===== config.mk =====
export PLATFORM = sky130hd
export DESIGN_NAME = sccfg_top
export DESIGN_NICKNAME = d
export VERILOG_FILES = /design/src/rtl/sccfg_pkg.sv /design/src/rtl/sccfg_corr.sv /design/src/rtl/sccfg_top.sv
export SDC_FILE = /design/constraint.sdc
export NUM_CORES = 1
export LEC_CHECK = 0
export ABC_AREA = 1
export BUFFER_PORTS_ARGS = -buffer_cell sky130_fd_sc_hd__buf_2
export CORE_AREA = 2 2 208 210
export DETAILED_ROUTE_END_ITERATION = 10
export DIE_AREA = 0 0 210 212
export PLACE_DENSITY = 0.93
export SLEW_MARGIN = 15
export SYNTH_ARGS = -nofsm -noshare
export SYNTH_HDL_FRONTEND = slang
export SYNTH_HIERARCHICAL = 1
export SYNTH_SLANG_ARGS = --single-unit

===== constraint.sdc =====
create_clock -name ref_clk -period 6.5 [get_ports ref_clk]
set_input_delay 1.3 -clock ref_clk [delete_from_list [all_inputs] [get_ports ref_clk]]
set_output_delay 1.3 -clock ref_clk [all_outputs]
set_load 0.1 [all_outputs]

===== src/rtl/sccfg_pkg.sv =====
// Constants and types for the sine/cosine gain and loop configuration bank.
// Assumes a byte-wide register write port and a latch-read strobe from the
// serial front end, all on the 40 MHz reference clock.
// Contract
// - Range bit: 0.25 or 0.5 degree steps
// - Signed trim bits 29-24, range -20..+20
// - Offset speed codes shorten settling 2/4/8
// - Gain speed codes shorten settling, default 00
// - Disable bit 16 stops the correction loop
// - Sync capture waits sample point plus shift
// - Capture_select_a capture loads at once, shift ignored
// - Timer period is (reload+1) base ticks
// - Base and reload both zero disable timer
// - Sine gain commits on 0x17 write
// - Cosine gain commits on 0x15 write
// - Running loop overwrites gain corrections itself
// - Corrected = (2raw+off)*(0.5+gain/2048), reset 0x400
// - Gain read as word, written by bytes
package sccfg_pkg;

  localparam int CLK_HZ = 40_000_000;

  localparam logic [7:0] CFG_B0 = 8'h10;
  localparam logic [7:0] GC_LO_C = 8'h14;
  localparam logic [7:0] GC_HI_C = 8'h15;
  localparam logic [7:0] GC_LO_S = 8'h16;
  localparam logic [7:0] GC_HI_S = 8'h17;

  localparam logic [31:0] CFG_RST = 32'h0000_0000;
  localparam logic [31:0] CFG_WMASK = 32'h7F1F_FFFF;
  localparam logic [10:0] GC_RST = 11'h400;
  localparam int GC_HI_BITS = 3;
  localparam int GC_S_LSB = 16;

  localparam logic signed [5:0] PH_TRIM_MAX = 6'sd20;
  localparam logic signed [9:0] PH_STEP_FINE_MDEG = 10'sd250;
  localparam logic signed [9:0] PH_STEP_COARSE_MDEG = 10'sd500;

  localparam logic [11:0] GAIN_HALF = 12'h400;
  localparam int GAIN_FRAC_BITS = 11;

  typedef struct packed {
    logic rsv31;
    logic ph_range;
    logic signed [5:0] ph_trim;
    logic [2:0] rsv23;
    logic [1:0] off_spd;
    logic [1:0] gain_spd;
    logic loop_dis;
    logic cap_capture_select_a;
    logic [4:0] cap_shift;
    logic [1:0] tmr_base;
    logic [7:0] tmr_reload;
  } sccfg_cfg_t;

  typedef struct packed {
    logic vld;
    logic [7:0] addr;
    logic [7:0] data;
  } sccfg_wr_t;

  typedef struct packed {
    logic vld;
    logic [10:0] sin;
    logic [10:0] cos;
  } sccfg_gupd_t;

  typedef enum logic [1:0] {
    CAP_IDLE = 2'b00,
    CAP_WAIT = 2'b01,
    CAP_SHIFT = 2'b11,
    CAP_LOAD = 2'b10
  } sccfg_cap_t;

endpackage


===== src/rtl/sccfg_corr.sv =====
// One channel of the gain and offset corrected sample path.
// Assumes raw and offset samples are stable on the reference clock.
`timescale 1ns/1ps
module sccfg_corr (
  input wire logic ref_clk,
  input wire logic rst_n,
  input wire logic signed [12:0] raw,
  input wire logic signed [12:0] off,
  input wire logic [10:0] gain,
  output logic signed [15:0] corr
);
  logic signed [14:0] sum;
  logic signed [12:0] fac;
  logic signed [27:0] prod;

  // Doubled raw plus offset, scaled by 0.5 + gain/2048
  assign sum = (15'(raw) <<< 1) + 15'(off);
  assign fac = $signed({1'b0, 12'(sccfg_pkg::GAIN_HALF + {1'b0, gain})});
  assign prod = 28'(sum * fac);

  always_ff @(posedge ref_clk or negedge rst_n) begin
    if (!rst_n) begin
      corr <= '0;
    end else begin
      corr <= 16'(prod >>> sccfg_pkg::GAIN_FRAC_BITS);
    end
  end
endmodule


===== src/rtl/sccfg_top.sv =====
// Gain correction and loop/capture configuration bank with timer and
// corrected sample path. Assumes the serial front end delivers byte
// writes, latch-read strobes and sample ticks on ref_clk.
`timescale 1ns/1ps
module sccfg_top #(
  parameter int TMR_F0_HZ = 1_000_000,
  parameter int TMR_F1_HZ = 100_000,
  parameter int TMR_F2_HZ = 10_000,
  parameter int TMR_F3_HZ = 1_000
) (
  input wire logic ref_clk,
  input wire logic rst_n,
  input wire sccfg_pkg::sccfg_wr_t reg_wr,
  input wire logic latch_read,
  input wire logic [7:0] latch_addr,
  input wire logic samp_tick,
  input wire logic [31:0] ext_rd_data,
  output logic [31:0] hold_data,
  output logic hold_vld,
  input wire sccfg_pkg::sccfg_gupd_t ctl_gain_upd,
  input wire logic [1:0][12:0] raw_smp,
  input wire logic [1:0][12:0] off_corr,
  output logic [1:0][15:0] corr_smp,
  output sccfg_pkg::sccfg_cfg_t cfg_out,
  output logic [31:0] gain_word,
  output logic loop_run,
  output logic [1:0] off_settle_shift,
  output logic [1:0] gain_settle_shift,
  output logic signed [14:0] phase_trim_mdeg,
  output logic timer_en,
  output logic timer_tick
);
  localparam int TMR_DIV0 = sccfg_pkg::CLK_HZ / TMR_F0_HZ;
  localparam int TMR_DIV1 = sccfg_pkg::CLK_HZ / TMR_F1_HZ;
  localparam int TMR_DIV2 = sccfg_pkg::CLK_HZ / TMR_F2_HZ;
  localparam int TMR_DIV3 = sccfg_pkg::CLK_HZ / TMR_F3_HZ;

  function automatic logic hit(input sccfg_pkg::sccfg_wr_t w,
                               input logic [7:0] a);
    return w.vld && (w.addr == a);
  endfunction

  sccfg_pkg::sccfg_cfg_t cfg_q;
  logic [31:0] cfg_lane_d;
  logic [31:0] cfg_d;
  logic [10:0] gs_q, gs_d, gc_q, gc_d;
  logic [7:0] pend_s_q, pend_c_q;
  logic ctl_take;
  logic signed [5:0] trim_c;
  logic signed [9:0] ph_step;
  logic signed [14:0] phase_d;

  // Configuration word, byte lanes, unused bits forced low
  for (genvar gi = 0; gi < 4; gi++) begin : g_lane
    assign cfg_lane_d[8*gi +: 8] =
      hit(reg_wr, 8'(sccfg_pkg::CFG_B0 + gi)) ? reg_wr.data
                                                : cfg_q[8*gi +: 8];
  end
  assign cfg_d = cfg_lane_d & sccfg_pkg::CFG_WMASK;

  always_ff @(posedge ref_clk or negedge rst_n) begin
    if (!rst_n) begin
      cfg_q <= sccfg_pkg::CFG_RST;
    end else begin
      cfg_q <= cfg_d;
    end
  end
  assign cfg_out = cfg_q;

  // Gain correction: low byte parks, high write commits
  assign ctl_take = ctl_gain_upd.vld && !cfg_q.loop_dis;
  assign gc_d = hit(reg_wr, sccfg_pkg::GC_HI_C) ?
                {reg_wr.data[sccfg_pkg::GC_HI_BITS-1:0], pend_c_q} :
                ctl_take ? ctl_gain_upd.cos : gc_q;
  assign gs_d = hit(reg_wr, sccfg_pkg::GC_HI_S) ?
                {reg_wr.data[sccfg_pkg::GC_HI_BITS-1:0], pend_s_q} :
                ctl_take ? ctl_gain_upd.sin : gs_q;

  always_ff @(posedge ref_clk or negedge rst_n) begin
    if (!rst_n) begin
      gc_q <= sccfg_pkg::GC_RST;
      gs_q <= sccfg_pkg::GC_RST;
      pend_c_q <= '0;
      pend_s_q <= '0;
    end else begin
      gc_q <= gc_d;
      gs_q <= gs_d;
      if (hit(reg_wr, sccfg_pkg::GC_LO_C)) begin
        pend_c_q <= reg_wr.data;
      end
      if (hit(reg_wr, sccfg_pkg::GC_LO_S)) begin
        pend_s_q <= reg_wr.data;
      end
    end
  end
  assign gain_word = {5'h00, gs_q, 5'h00, gc_q};

  // Loop controls
  assign loop_run = !cfg_q.loop_dis;
  assign off_settle_shift = cfg_q.off_spd;
  assign gain_settle_shift = (cfg_q.gain_spd == 2'b00) ? 2'd0 :
                             (cfg_q.gain_spd == 2'b01) ? 2'd2 : 2'd3;

  // Phase trim in millidegrees, clamped to the legal code range
  assign trim_c = (cfg_q.ph_trim > sccfg_pkg::PH_TRIM_MAX) ?
                  sccfg_pkg::PH_TRIM_MAX :
                  (cfg_q.ph_trim < -sccfg_pkg::PH_TRIM_MAX) ?
                  -sccfg_pkg::PH_TRIM_MAX : cfg_q.ph_trim;
  assign ph_step = cfg_q.ph_range ? sccfg_pkg::PH_STEP_COARSE_MDEG
                                  : sccfg_pkg::PH_STEP_FINE_MDEG;
  assign phase_d = 15'(trim_c * ph_step);

  always_ff @(posedge ref_clk or negedge rst_n) begin
    if (!rst_n) begin
      phase_trim_mdeg <= '0;
    end else begin
      phase_trim_mdeg <= phase_d;
    end
  end

  // Timer: prescaler picks base rate, counter runs reload+1 base ticks
  logic [15:0] pre_q, div_sel;
  logic [7:0] tmr_q;
  logic base_tick;

  assign timer_en = (cfg_q.tmr_base != 2'b00) ||
                    (cfg_q.tmr_reload != 8'h00);
  assign div_sel = (cfg_q.tmr_base == 2'd0) ? 16'(TMR_DIV0) :
                   (cfg_q.tmr_base == 2'd1) ? 16'(TMR_DIV1) :
                   (cfg_q.tmr_base == 2'd2) ? 16'(TMR_DIV2) :
                   16'(TMR_DIV3);
  // Compare by >= so a smaller base picked mid-count never wraps
  assign base_tick = timer_en && (pre_q >= 16'(div_sel - 16'd1));

  always_ff @(posedge ref_clk or negedge rst_n) begin
    if (!rst_n) begin
      pre_q <= '0;
      tmr_q <= '0;
      timer_tick <= 1'b0;
    end else if (!timer_en) begin
      pre_q <= '0;
      tmr_q <= '0;
      timer_tick <= 1'b0;
    end else begin
      pre_q <= base_tick ? 16'd0 : 16'(pre_q + 16'd1);
      timer_tick <= base_tick && (tmr_q == 8'h00);
      if (base_tick) begin
        tmr_q <= (tmr_q == 8'h00) ? cfg_q.tmr_reload
                                  : 8'(tmr_q - 8'd1);
      end
    end
  end

  // Read capture into the holding register
  sccfg_pkg::sccfg_cap_t st_q, st_d;
  logic [4:0] sh_q;
  logic [7:0] cap_addr_q;
  logic [31:0] rd_sel;
  logic cap_start;

  assign cap_start = latch_read && (st_q == sccfg_pkg::CAP_IDLE);
  assign rd_sel = (cap_addr_q == sccfg_pkg::CFG_B0) ? cfg_q :
                  (cap_addr_q == sccfg_pkg::GC_LO_C) ? gain_word :
                  ext_rd_data;

  always_comb begin
    st_d = st_q;
    case (st_q)
      sccfg_pkg::CAP_IDLE: begin
        if (cap_start) begin
          st_d = cfg_q.cap_capture_select_a ? sccfg_pkg::CAP_LOAD
                                 : sccfg_pkg::CAP_WAIT;
        end
      end
      sccfg_pkg::CAP_WAIT: begin
        if (samp_tick) begin
          st_d = (cfg_q.cap_shift == 5'd0) ? sccfg_pkg::CAP_LOAD
                                           : sccfg_pkg::CAP_SHIFT;
        end
      end
      sccfg_pkg::CAP_SHIFT: begin
        if (sh_q == 5'd1) begin
          st_d = sccfg_pkg::CAP_LOAD;
        end
      end
      sccfg_pkg::CAP_LOAD: st_d = sccfg_pkg::CAP_IDLE;
      default: st_d = sccfg_pkg::CAP_IDLE;
    endcase
  end

  always_ff @(posedge ref_clk or negedge rst_n) begin
    if (!rst_n) begin
      st_q <= sccfg_pkg::CAP_IDLE;
      sh_q <= '0;
      cap_addr_q <= '0;
      hold_data <= '0;
      hold_vld <= 1'b0;
    end else begin
      st_q <= st_d;
      hold_vld <= (st_q == sccfg_pkg::CAP_LOAD);
      if (cap_start) begin
        cap_addr_q <= latch_addr;
      end
      if (st_q == sccfg_pkg::CAP_WAIT && samp_tick) begin
        sh_q <= cfg_q.cap_shift;
      end else if (st_q == sccfg_pkg::CAP_SHIFT) begin
        sh_q <= 5'(sh_q - 5'd1);
      end
      if (st_q == sccfg_pkg::CAP_LOAD) begin
        hold_data <= rd_sel;
      end
    end
  end

  // Corrected samples, index 0 cosine, index 1 sine
  logic [1:0][10:0] gain_a;
  assign gain_a = {gs_q, gc_q};

  for (genvar gc = 0; gc < 2; gc++) begin : g_corr
    sccfg_corr u_corr (
      .ref_clk(ref_clk),
      .rst_n(rst_n),
      .raw(raw_smp[gc]),
      .off(off_corr[gc]),
      .gain(gain_a[gc]),
      .corr(corr_smp[gc])
    );
  end
endmodule

Word level (Yosys, flattened, before mapping)

Cells that the tools add are included.

Logic and storage cells: 113
Flip-flop bits (word level): 186
Input bits: 136
Output and inout port bits: 151

Equality and inequality tests: 21
Add/sub/neg operators: 8
Order comparisons: 3
Muxes and demuxes: 28
Reductions and logical operators: 26
Multiply operators: 3

Operators by type and width:

| kind                                                | count |
|---|---|
| equality test 8 x 5 -> 1 bit, second input constant | 10 |
| two-way mux 16 bit                                  | 5 |
| two-way mux 32 bit                                  | 2 |
| multiplier 15 x 13 -> 27 bit                        | 2 |
| two-way mux 11 bit                                  | 4 |
| adder 14 x 13 -> 15 bit                             | 2 |
| adder 11 x 11 -> 12 bit, first input constant       | 2 |
| two-way mux 8 bit                                   | 3 |
| adder 16 x 1 -> 16 bit, second input constant       | 1 |
| greater-or-equal comparator 16 bit                  | 1 |
| subtractor 16 x 1 -> 16 bit, second input constant  | 1 |
| multiplier 6 x 10 -> 15 bit                         | 1 |
| logical AND 1 bit                                   | 13 |
| two-way mux 6 bit                                   | 2 |
| two-way mux 2 bit                                   | 5 |
| two-way mux 5 bit                                   | 2 |
| two-way mux 9 bit                                   | 1 |
| zero test 8 bit                                     | 1 |
| case mux 2 bit (4 select lines)                     | 1 |
| nonzero test 2 bit                                  | 4 |
| nonzero test 8 bit                                  | 1 |
| subtractor 8 x 1 -> 8 bit, second input constant    | 1 |
| equality test 2 x 1 -> 1 bit, second input constant | 3 |
| equality test 2 bit, second input constant          | 3 |
| other kinds (12)                                    | 18 |

Depth between registers and ports, before layout

Gate-level depths: netlist of the first run.

Depth after elaboration: 9
Gate-level depth with buffers: 32
Gate-level depth less buffers: 32

Modules after synthesis

Netlist of the first run, hierarchy kept.

Modules (own cells, without submodules):

| module                         | cells each | times used | area each (um^2) | seq. area each (um^2) |
|---|---|---|---|---|
| sccfg_top                      | 1135       | 1          | 9271.4           | 3831.2 |
| sccfg_corr at g_corr[0].u_corr | 1039       | 1          | 8003.9           | 400.4 |
| sccfg_corr at g_corr[1].u_corr | 1026       | 1          | 7757.4           | 400.4 |

Least setup slack after synthesis of the first run

Ideal clock, no wire load.

Kind: in2reg
From: input raw_smp[8] in the netlist's numbering
To: register g_corr[0].u_corr.corr[12]
Arrival time: 6617 ps
Data required time: 6383 ps
Stages on the path: 26
Buffers on the path: 0
Setup slack: -234 ps
Cells stage by stage: ha_1 -> a21oi_4 -> o21ai_2 -> a21oi_2 -> nand2_2 -> nand2_4 -> nand2_8 -> nor2_1 -> fa_1 -> inv_1 -> fa_1 -> inv_1 -> fa_1 -> fa_1 -> inv_1 -> fa_1 -> inv_1 -> ha_1 -> a21oi_1 -> o21ai_0 -> inv_1 -> nor2_1 -> nor3_1 -> nand2_1 -> nand2_1 -> nand2_1

Longest elaborated chain between the ends: 2

Ends and longest elaborated chain:

| what                                | line             | RTL |
|---|---|---|
| start, declared                     | sccfg_top.sv:21  | `input wire logic [1:0][12:0] raw_smp,` |
| adder 14 x 13 -> 15 bit             | sccfg_corr.sv:17 | `assign sum = (15'(raw) <<< 1) + 15'(off);` |
| multiplier 15 x 13 -> 27 bit        | sccfg_corr.sv:19 | `assign prod = 28'(sum * fac);` |
| named net g_corr[0].u_corr.prod[23] | sccfg_corr.sv:14 | `logic signed [27:0] prod;` |
| end signal, assigned                | sccfg_corr.sv:25 | `corr <= 16'(prod >>> sccfg_pkg::GAIN_FRAC_BITS);` |
| end, declared                       | sccfg_corr.sv:10 | `output logic signed [15:0] corr` |

The timed path passes the listed nets, and every way through them passes these cells.
A chain may end at the register's enable or synchronous reset.

Worst setup path in the final report of the first run

From: input off_corr[14] in the netlist's numbering
To: register g_corr[1].u_corr.corr[11]

Longest elaborated chain between the ends: 2

Ends and longest elaborated chain:

| what                                | line             | RTL |
|---|---|---|
| start, declared                     | sccfg_top.sv:22  | `input wire logic [1:0][12:0] off_corr,` |
| adder 14 x 13 -> 15 bit             | sccfg_corr.sv:17 |  |
| multiplier 15 x 13 -> 27 bit        | sccfg_corr.sv:19 |  |
| named net g_corr[1].u_corr.prod[22] | sccfg_corr.sv:14 |  |
| end signal, assigned                | sccfg_corr.sv:25 |  |
| end, declared                       | sccfg_corr.sv:10 |  |

The timed path passes the listed nets, and every way through them passes these cells.

==> flow_summary.ini, run 1 <==
[outcome]
outcome = finished with violations
violations = setup timing

[timing]
relSlewSlack_pct = 28.57
fin_ws_ns = -0.3552
fmax_mhz = 145.9
tightest_slew_ns = 1.070
slew_viol_final = 0
finalHoldViolCount = 0
min_period_over_period_pct = 105.5
finClkSkew_ns = 0.01527
grt_setup_unrepaired = yes
fin_crit_ns = 6.855
setup_viol = 13

[cts]
clkTransAtPathRegs_ns = 0.09
clkLatencyLatePin_ns = 0.49
cts_buffers = 17
cts_max_path_buffers = 2
htreeDepth = 4
root_buffer = clkbuf_16
cts_tree = yes
clkSinkCount = 185

[setup_path]
cp_max_fo = 6
worstPathArrival_ns = 7.20
cp-startpoint = off_corr[14]
start_kind = primary input
cp.required_ns = 6.85
end_kind = flop
critPathKind = in -> reg
crit_path_max_incr_delay_ns = 0.67
r2r-start = gs_q[1]$_DFFE_PN0P_
worst_path_max_delay_cell = fa_1

[place]
gp_congestion = 0.9550
post-dp-hpwl_um = 59870
placed_area_um2 = 28860
port_buffers = 271
dp_worst_setup_slack_ns = -0.6452

[cells_and_area]
nets = 4325
fin_util_pct = 71.49
final_area_um2 = 30390
layout-drive-gt1-share_pct = 24.15
area_delta_synth_final_pct = 21.40
n_fill_cell = 2860

[global_route]
grt.busiest_layer = met2
use_met1_pct = 40.48
grt_max_degree = 170
use_met2_pct = 58.52
grt_overflow = 0
grt_pass1_wl_um = 120900
grt_pass1_vias = 24450
grt.total_usage_pct = 34.76
met3_usage_pct = 7.784
antenna_found_initial = 13

[hold_path]
min_from = pre_q[0]$_DFF_PN0_
min_path_type = reg -> reg

[floorplan]
die-height_um = 212
ios = 287
core_area_um2 = 42510
start_util_pct = 58.89
die-area_um2 = 44520
rows = 76
fp.dieW_um = 210

[yosys]
ys_warn_count = 6
avgSynthCellArea_um2 = 7.823
synthesis.area_um2 = 25030
synth.distinct_cells = 59
synth_seq_cells = 185
synth_ff_type = dfrtp_1
ys_seq_area_share_pct = 18.50
ys_async_sr_fraction_pct = 100.0
synth_edf_count = 0
syn_inst = 3200

[job]
drv_cap = 0

[route]
viasPerCell = 5.798
first_pass_iters = 8
post_drt_wl_per_cell_um = 19.27
drc = 0
dr.first_iter.drc_count = 2621
drt-total-wl_um = 81630
antenna_left = 0
vias = 24570
cell families after synthesis:
kind of cell / after synthesis / synth area share, %
buf+inv: 796 / 12.53
other cells: 4 / 0.05996
mux: 7 / 0.3149
fa+ha+maj: 525 / 36.02
flops: 185 / 18.50
xor+xnor: 53 / 1.914
simple gates: 1377 / 24.89
compound gates: 253 / 5.768
registers in the layout (all words and copies together), names as in the netlist, 11 cells and up:
signal              flops
cfg_out                26
g_corr.u_corr/corr     32
gc_q                   11
gs_q                   11
hold_data              32
phase_trim_mdeg        14
pre_q                  16
layout by cell type (no fill, tap or decap), types with 9 or more instances in the layout:
cell type  count
a21oi_1       40
a21oi_2       35
buf_2        270
buf_4        266
clkbuf_16     17
clkinv_1       9
conb_1        18
dfrtp_1      183
diode_2       14
fa_1         312
fa_2          14
ha_1         150
ha_4          42
inv_1        648
inv_2         25
nand2_1      610
nand2_2       62
nand2_4       16
nand3_1      234
nand3_2        9
nand4_1       70
nor2_1       261
nor2_2        19
nor2_4        13
nor3_1        16
o211ai_1       9
o21ai_0      100
o21ai_1       23
o21ai_2        9
or2_0         15
or2_2          9
xnor2_1       18
xor2_1        33
final timing paths:
check | end | cells past startpoint | slack, ns
max | g_corr[1].u_corr/corr[11]$_DFF_PN0_ | 29 | -0.36
min | pre_q[0]$_DFF_PN0_ | 1 | 0.48
max reg2reg | g_corr[1].u_corr/corr[11]$_DFF_PN0_ | 18 | 0.57
min reg2reg | pre_q[0]$_DFF_PN0_ | 1 | 0.48
max in group asynchronous | hold_data[31]$_DFFE_PN0P_ | 2 | 4.64
min in group asynchronous | g_corr[1].u_corr/corr[12]$_DFF_PN0_ | 1 | 0.66
synthesized netlist by cell type, types with 2 or more instances:
library cell	count	area [µm²]
nor2_1	281	1055
clkbuf_1	61	229.0
nand3b_1	7	52.55
buf_6	4	45.04
a21o_1	7	52.55
or2_0	15	93.84
nand3_2	8	80.08
or2_2	9	56.30
nand3_1	236	1181
inv_1	661	2481
a21oi_4	2	32.53
a21oi_1	72	360.4
nand2_4	10	112.6
inv_2	15	56.30
xnor2_1	18	157.7
and2_1	3	18.77
nand4_2	2	25.02
dfstp_2	2	52.55
nor2_2	3	18.77
mux2_2	7	78.83
fa_1	326	6526
or2_1	5	31.28
ha_1	199	2490
nor2_4	9	101.4
a31oi_1	4	25.02
nand4_1	70	437.9
nor3_1	23	115.1
nand2_2	40	250.2
dfrtp_1	183	4579
o21ai_0	113	565.5
o21bai_1	8	60.06
clkinv_1	9	33.78
o21a_1	6	45.04
conb_1	4	15.01
a21oi_2	5	43.79
nor4_1	6	37.54
o21ai_2	6	52.55
xor2_1	33	289.0
o211ai_1	9	67.56
nand2_1	639	2399
buf_2	20	100.1
xor2_2	2	32.53
buf_4	25	187.7
nand3_4	5	87.58
o21ai_1	14	70.07
per-layer routing:
metal / up-vias / wire length (µm)
met1: 11600 / 27890
met4: 6 / 6070
met5: - / 69
li1: 10720 / -
met3: 552 / 8957
met2: 1694 / 38640
through the flow:
step / cells / setup TNS, ns / hold WS (ns)
final: 4237 / -3.059 / 0.4794
after global routing: 4231 / -5.208 / 0.4979
after global placement: 4182 / -8.530 / 0.4466
after floorplan: 3214 / 0 / 0.4308
after detailed placement: 4182 / -13.70 / 0.4606
after CTS: 4214 / 0 / 0.4793
layout make-up:
type	instances	area (µm²)	share of cell area, %
Antenna cell	14	35.03	0.1153
Timing Repair Buffer	542	3445	11.33
Sequential cell	185	4632	15.24
Clock inverter	15	188.9	0.6217
Tap cell	546	683.2	2.248
Inverter	685	2582	8.498
Clock buffer	17	425.4	1.400
Multi-Input combinational cell	2233	18400	60.54
worst max-delay path, delay by kind of cell:
kind,cells,cell delay (ns)
adder cells (fa/ha/maj),8,3.40
AND/OR/NAND/NOR,15,1.84
buffers and inverters,6,0.65
what timing repair did:
item | in CTS | in global routing
endpoints found under the hold margin | 0 | 0
resized for setup | 8 | 186
endpoints found under the setup margin | 9 | 30
pin swaps | 1 | 90
hold buffers | 0 | 0
buffers inserted | 0 | 9
Power of run 1 is left out: the tool's default activity adds up to more than one toggle a clock period on the data nets, which glitch-free logic cannot reach.
==> run 2: changes to the inputs <==
--- a/config.mk
+++ b/config.mk
@@ -6,7 +6,7 @@
 export NUM_CORES = 1
 export LEC_CHECK = 0
 export ABC_AREA = 1
-export BUFFER_PORTS_ARGS = -buffer_cell sky130_fd_sc_hd__buf_2
+export BUFFER_PORTS_ARGS = -buffer_cell sky130_fd_sc_hd__clkbuf_2
 export CORE_AREA = 2 2 208 210
 export DETAILED_ROUTE_END_ITERATION = 10
 export DIE_AREA = 0 0 210 212
==> run 2 against run 1 <==
Wire length shrank 1.1%. Worst setup slack gained 0.16 ns. Global-route usage is essentially flat. Clock-buffer cell count grew 2. Highest routed layer unchanged. The flow still finishes with violations (setup timing). Utilization grew 0.28 points. Via count shrank 0.36%. Cell count is essentially flat.
==> flow_summary.ini, run 2 (synthesis results as in run 1) <==
[cells_and_area]
fin_cells = 4239
layout_commonest_cell = inv_1
layout-drive-gt1-share_pct = 24.44
area_delta_synth_final_pct = 21.87
layout_common_cells = inv_1, nand2_1, fa_1
nets = 4340
n_fill_cell = 2870

[timing]
fin_crit_ns = 6.698
setup_viol = 7
fin_ws_ns = -0.1983
finClkSkew_ns = 0.01559
finalHoldViolCount = 0
hold_slack_ns = 0.4703
slew_viol_final = 0
min_period_over_period_pct = 103.1
fmax_mhz = 149.3
tightest_slew_ns = 1.055
relSlewSlack_pct = 29.69

[cts]
cts_buffers = 17
clkSinkCount = 185
hold_buffers = 0
root_buffer = clkbuf_16
htreeDepth = 4
cts_max_path_buffers = 2
cts_tree = yes
clkLatencyLatePin_ns = 0.48
clkTransAtPathRegs_ns = 0.08

[route]
viasPerCell = 5.774
dr.first_iter.drc_count = 2520
post_drt_wl_per_cell_um = 19.05
drt-total-wl_um = 80750
drc = 0
antenna_left = 0
first_pass_iters = 7
vias = 24480

[global_route]
grt_pass1_vias = 24740
grt_max_degree = 152
grt.busiest_layer = met2
grt_pass1_wl_um = 120800
antenna_found_initial = 2
met3_usage_pct = 7.666
grt.total_usage_pct = 34.73
grt_overflow = 0
use_met2_pct = 58.66
use_met1_pct = 39.88

[floorplan]
rows = 76
die-height_um = 212
ios = 287
fp.dieW_um = 210
core_area_um2 = 42510
die-area_um2 = 44520
start_util_pct = 58.89

[place]
post-dp-hpwl_um = 60310
gp_congestion = 0.9584
port_buffers = 271
dp.cells = 4185

[setup_path]
start_kind = primary input
cp_max_fo = 5
crit_path_frequent_cell = fa_1
worstPathArrival_ns = 7.12
critPathKind = in -> reg
crit_path_max_incr_delay_ns = 0.58
cp.required_ns = 6.92
end_kind = flop
worst_path_max_delay_cell = fa_1

[outcome]
violations = setup timing
outcome = finished with violations

[job]
drv_cap = 0

[hold_path]
min_path_type = reg -> reg
run 2: layout make-up:
type	instances	area, µm²	area share (%)
inverters	685	2582	8.465
diodes	3	7.507	0.02461
multi-input cells	2233	18490	60.62
repair buffers	557	3557	11.66
well taps	546	683.2	2.239
clock buffers	19	442.9	1.452
clock inverters	11	107.6	0.3527
flip-flops and latches	185	4632	15.18
run 2: per-stage QoR:
| stage | cell area, µm² | setup TNS, ns | worst slack [ns] | utilization [%] |
|---|---|---|---|---|
| 3_3_place_gp | 28890 | -8.716 | -0.3836 | 67.96 |
| 6_report | 30510 | -0.7594 | -0.1983 | 71.77 |
| 3_5_place_dp | 28890 | -14.35 | -0.6491 | 67.96 |
| 4_1_cts | 29470 | 0 | 0.0003961 | 69.33 |
| 5_1_grt | 30500 | -2.204 | -0.3155 | 71.76 |
| 2_1_floorplan | 25380 | 0 | 0.005152 | - |
run 2: final timing paths:
kind	slack, ns	cells past startpoint	from	endpoint
min in group asynchronous	0.74	1	rst_n	g_corr[0].u_corr/corr[7]$_DFF_PN0_
worst max register to register	0.66	20	gs_q[1]$_DFFE_PN0P_	g_corr[1].u_corr/corr[15]$_DFF_PN0_
max in group asynchronous	4.63	2	rst_n	pre_q[15]$_DFF_PN0_
worst min-delay path	0.47	1	pre_q[0]$_DFF_PN0_	pre_q[0]$_DFF_PN0_
worst max-delay path	-0.20	29	raw_smp[13]	g_corr[1].u_corr/corr[15]$_DFF_PN0_
worst min register to register	0.47	1	pre_q[0]$_DFF_PN0_	pre_q[0]$_DFF_PN0_
run 2: critical path: cells and delay by family:
kind                       cells  cell delay [ns]
AOI/OAI and AO/OA              2             0.27
adders and majority gates      8             3.59
buffers and inverters          6             0.70
and+or+nand+nor               13             1.25
run 2: timing repair:
action,CTS,global route
gates resized for setup,7,196
setup buffers,1,20
endpoints found under the setup margin,12,31
pin swaps,2,102
run 2: routing by layer:
layer	share of wire, %	routed length, µm
met4	8.1	6524
met2	47	38130
met3	10	8206
met1	35	27880
met5	0.016	13
Power of run 2 is left out for the same reason.
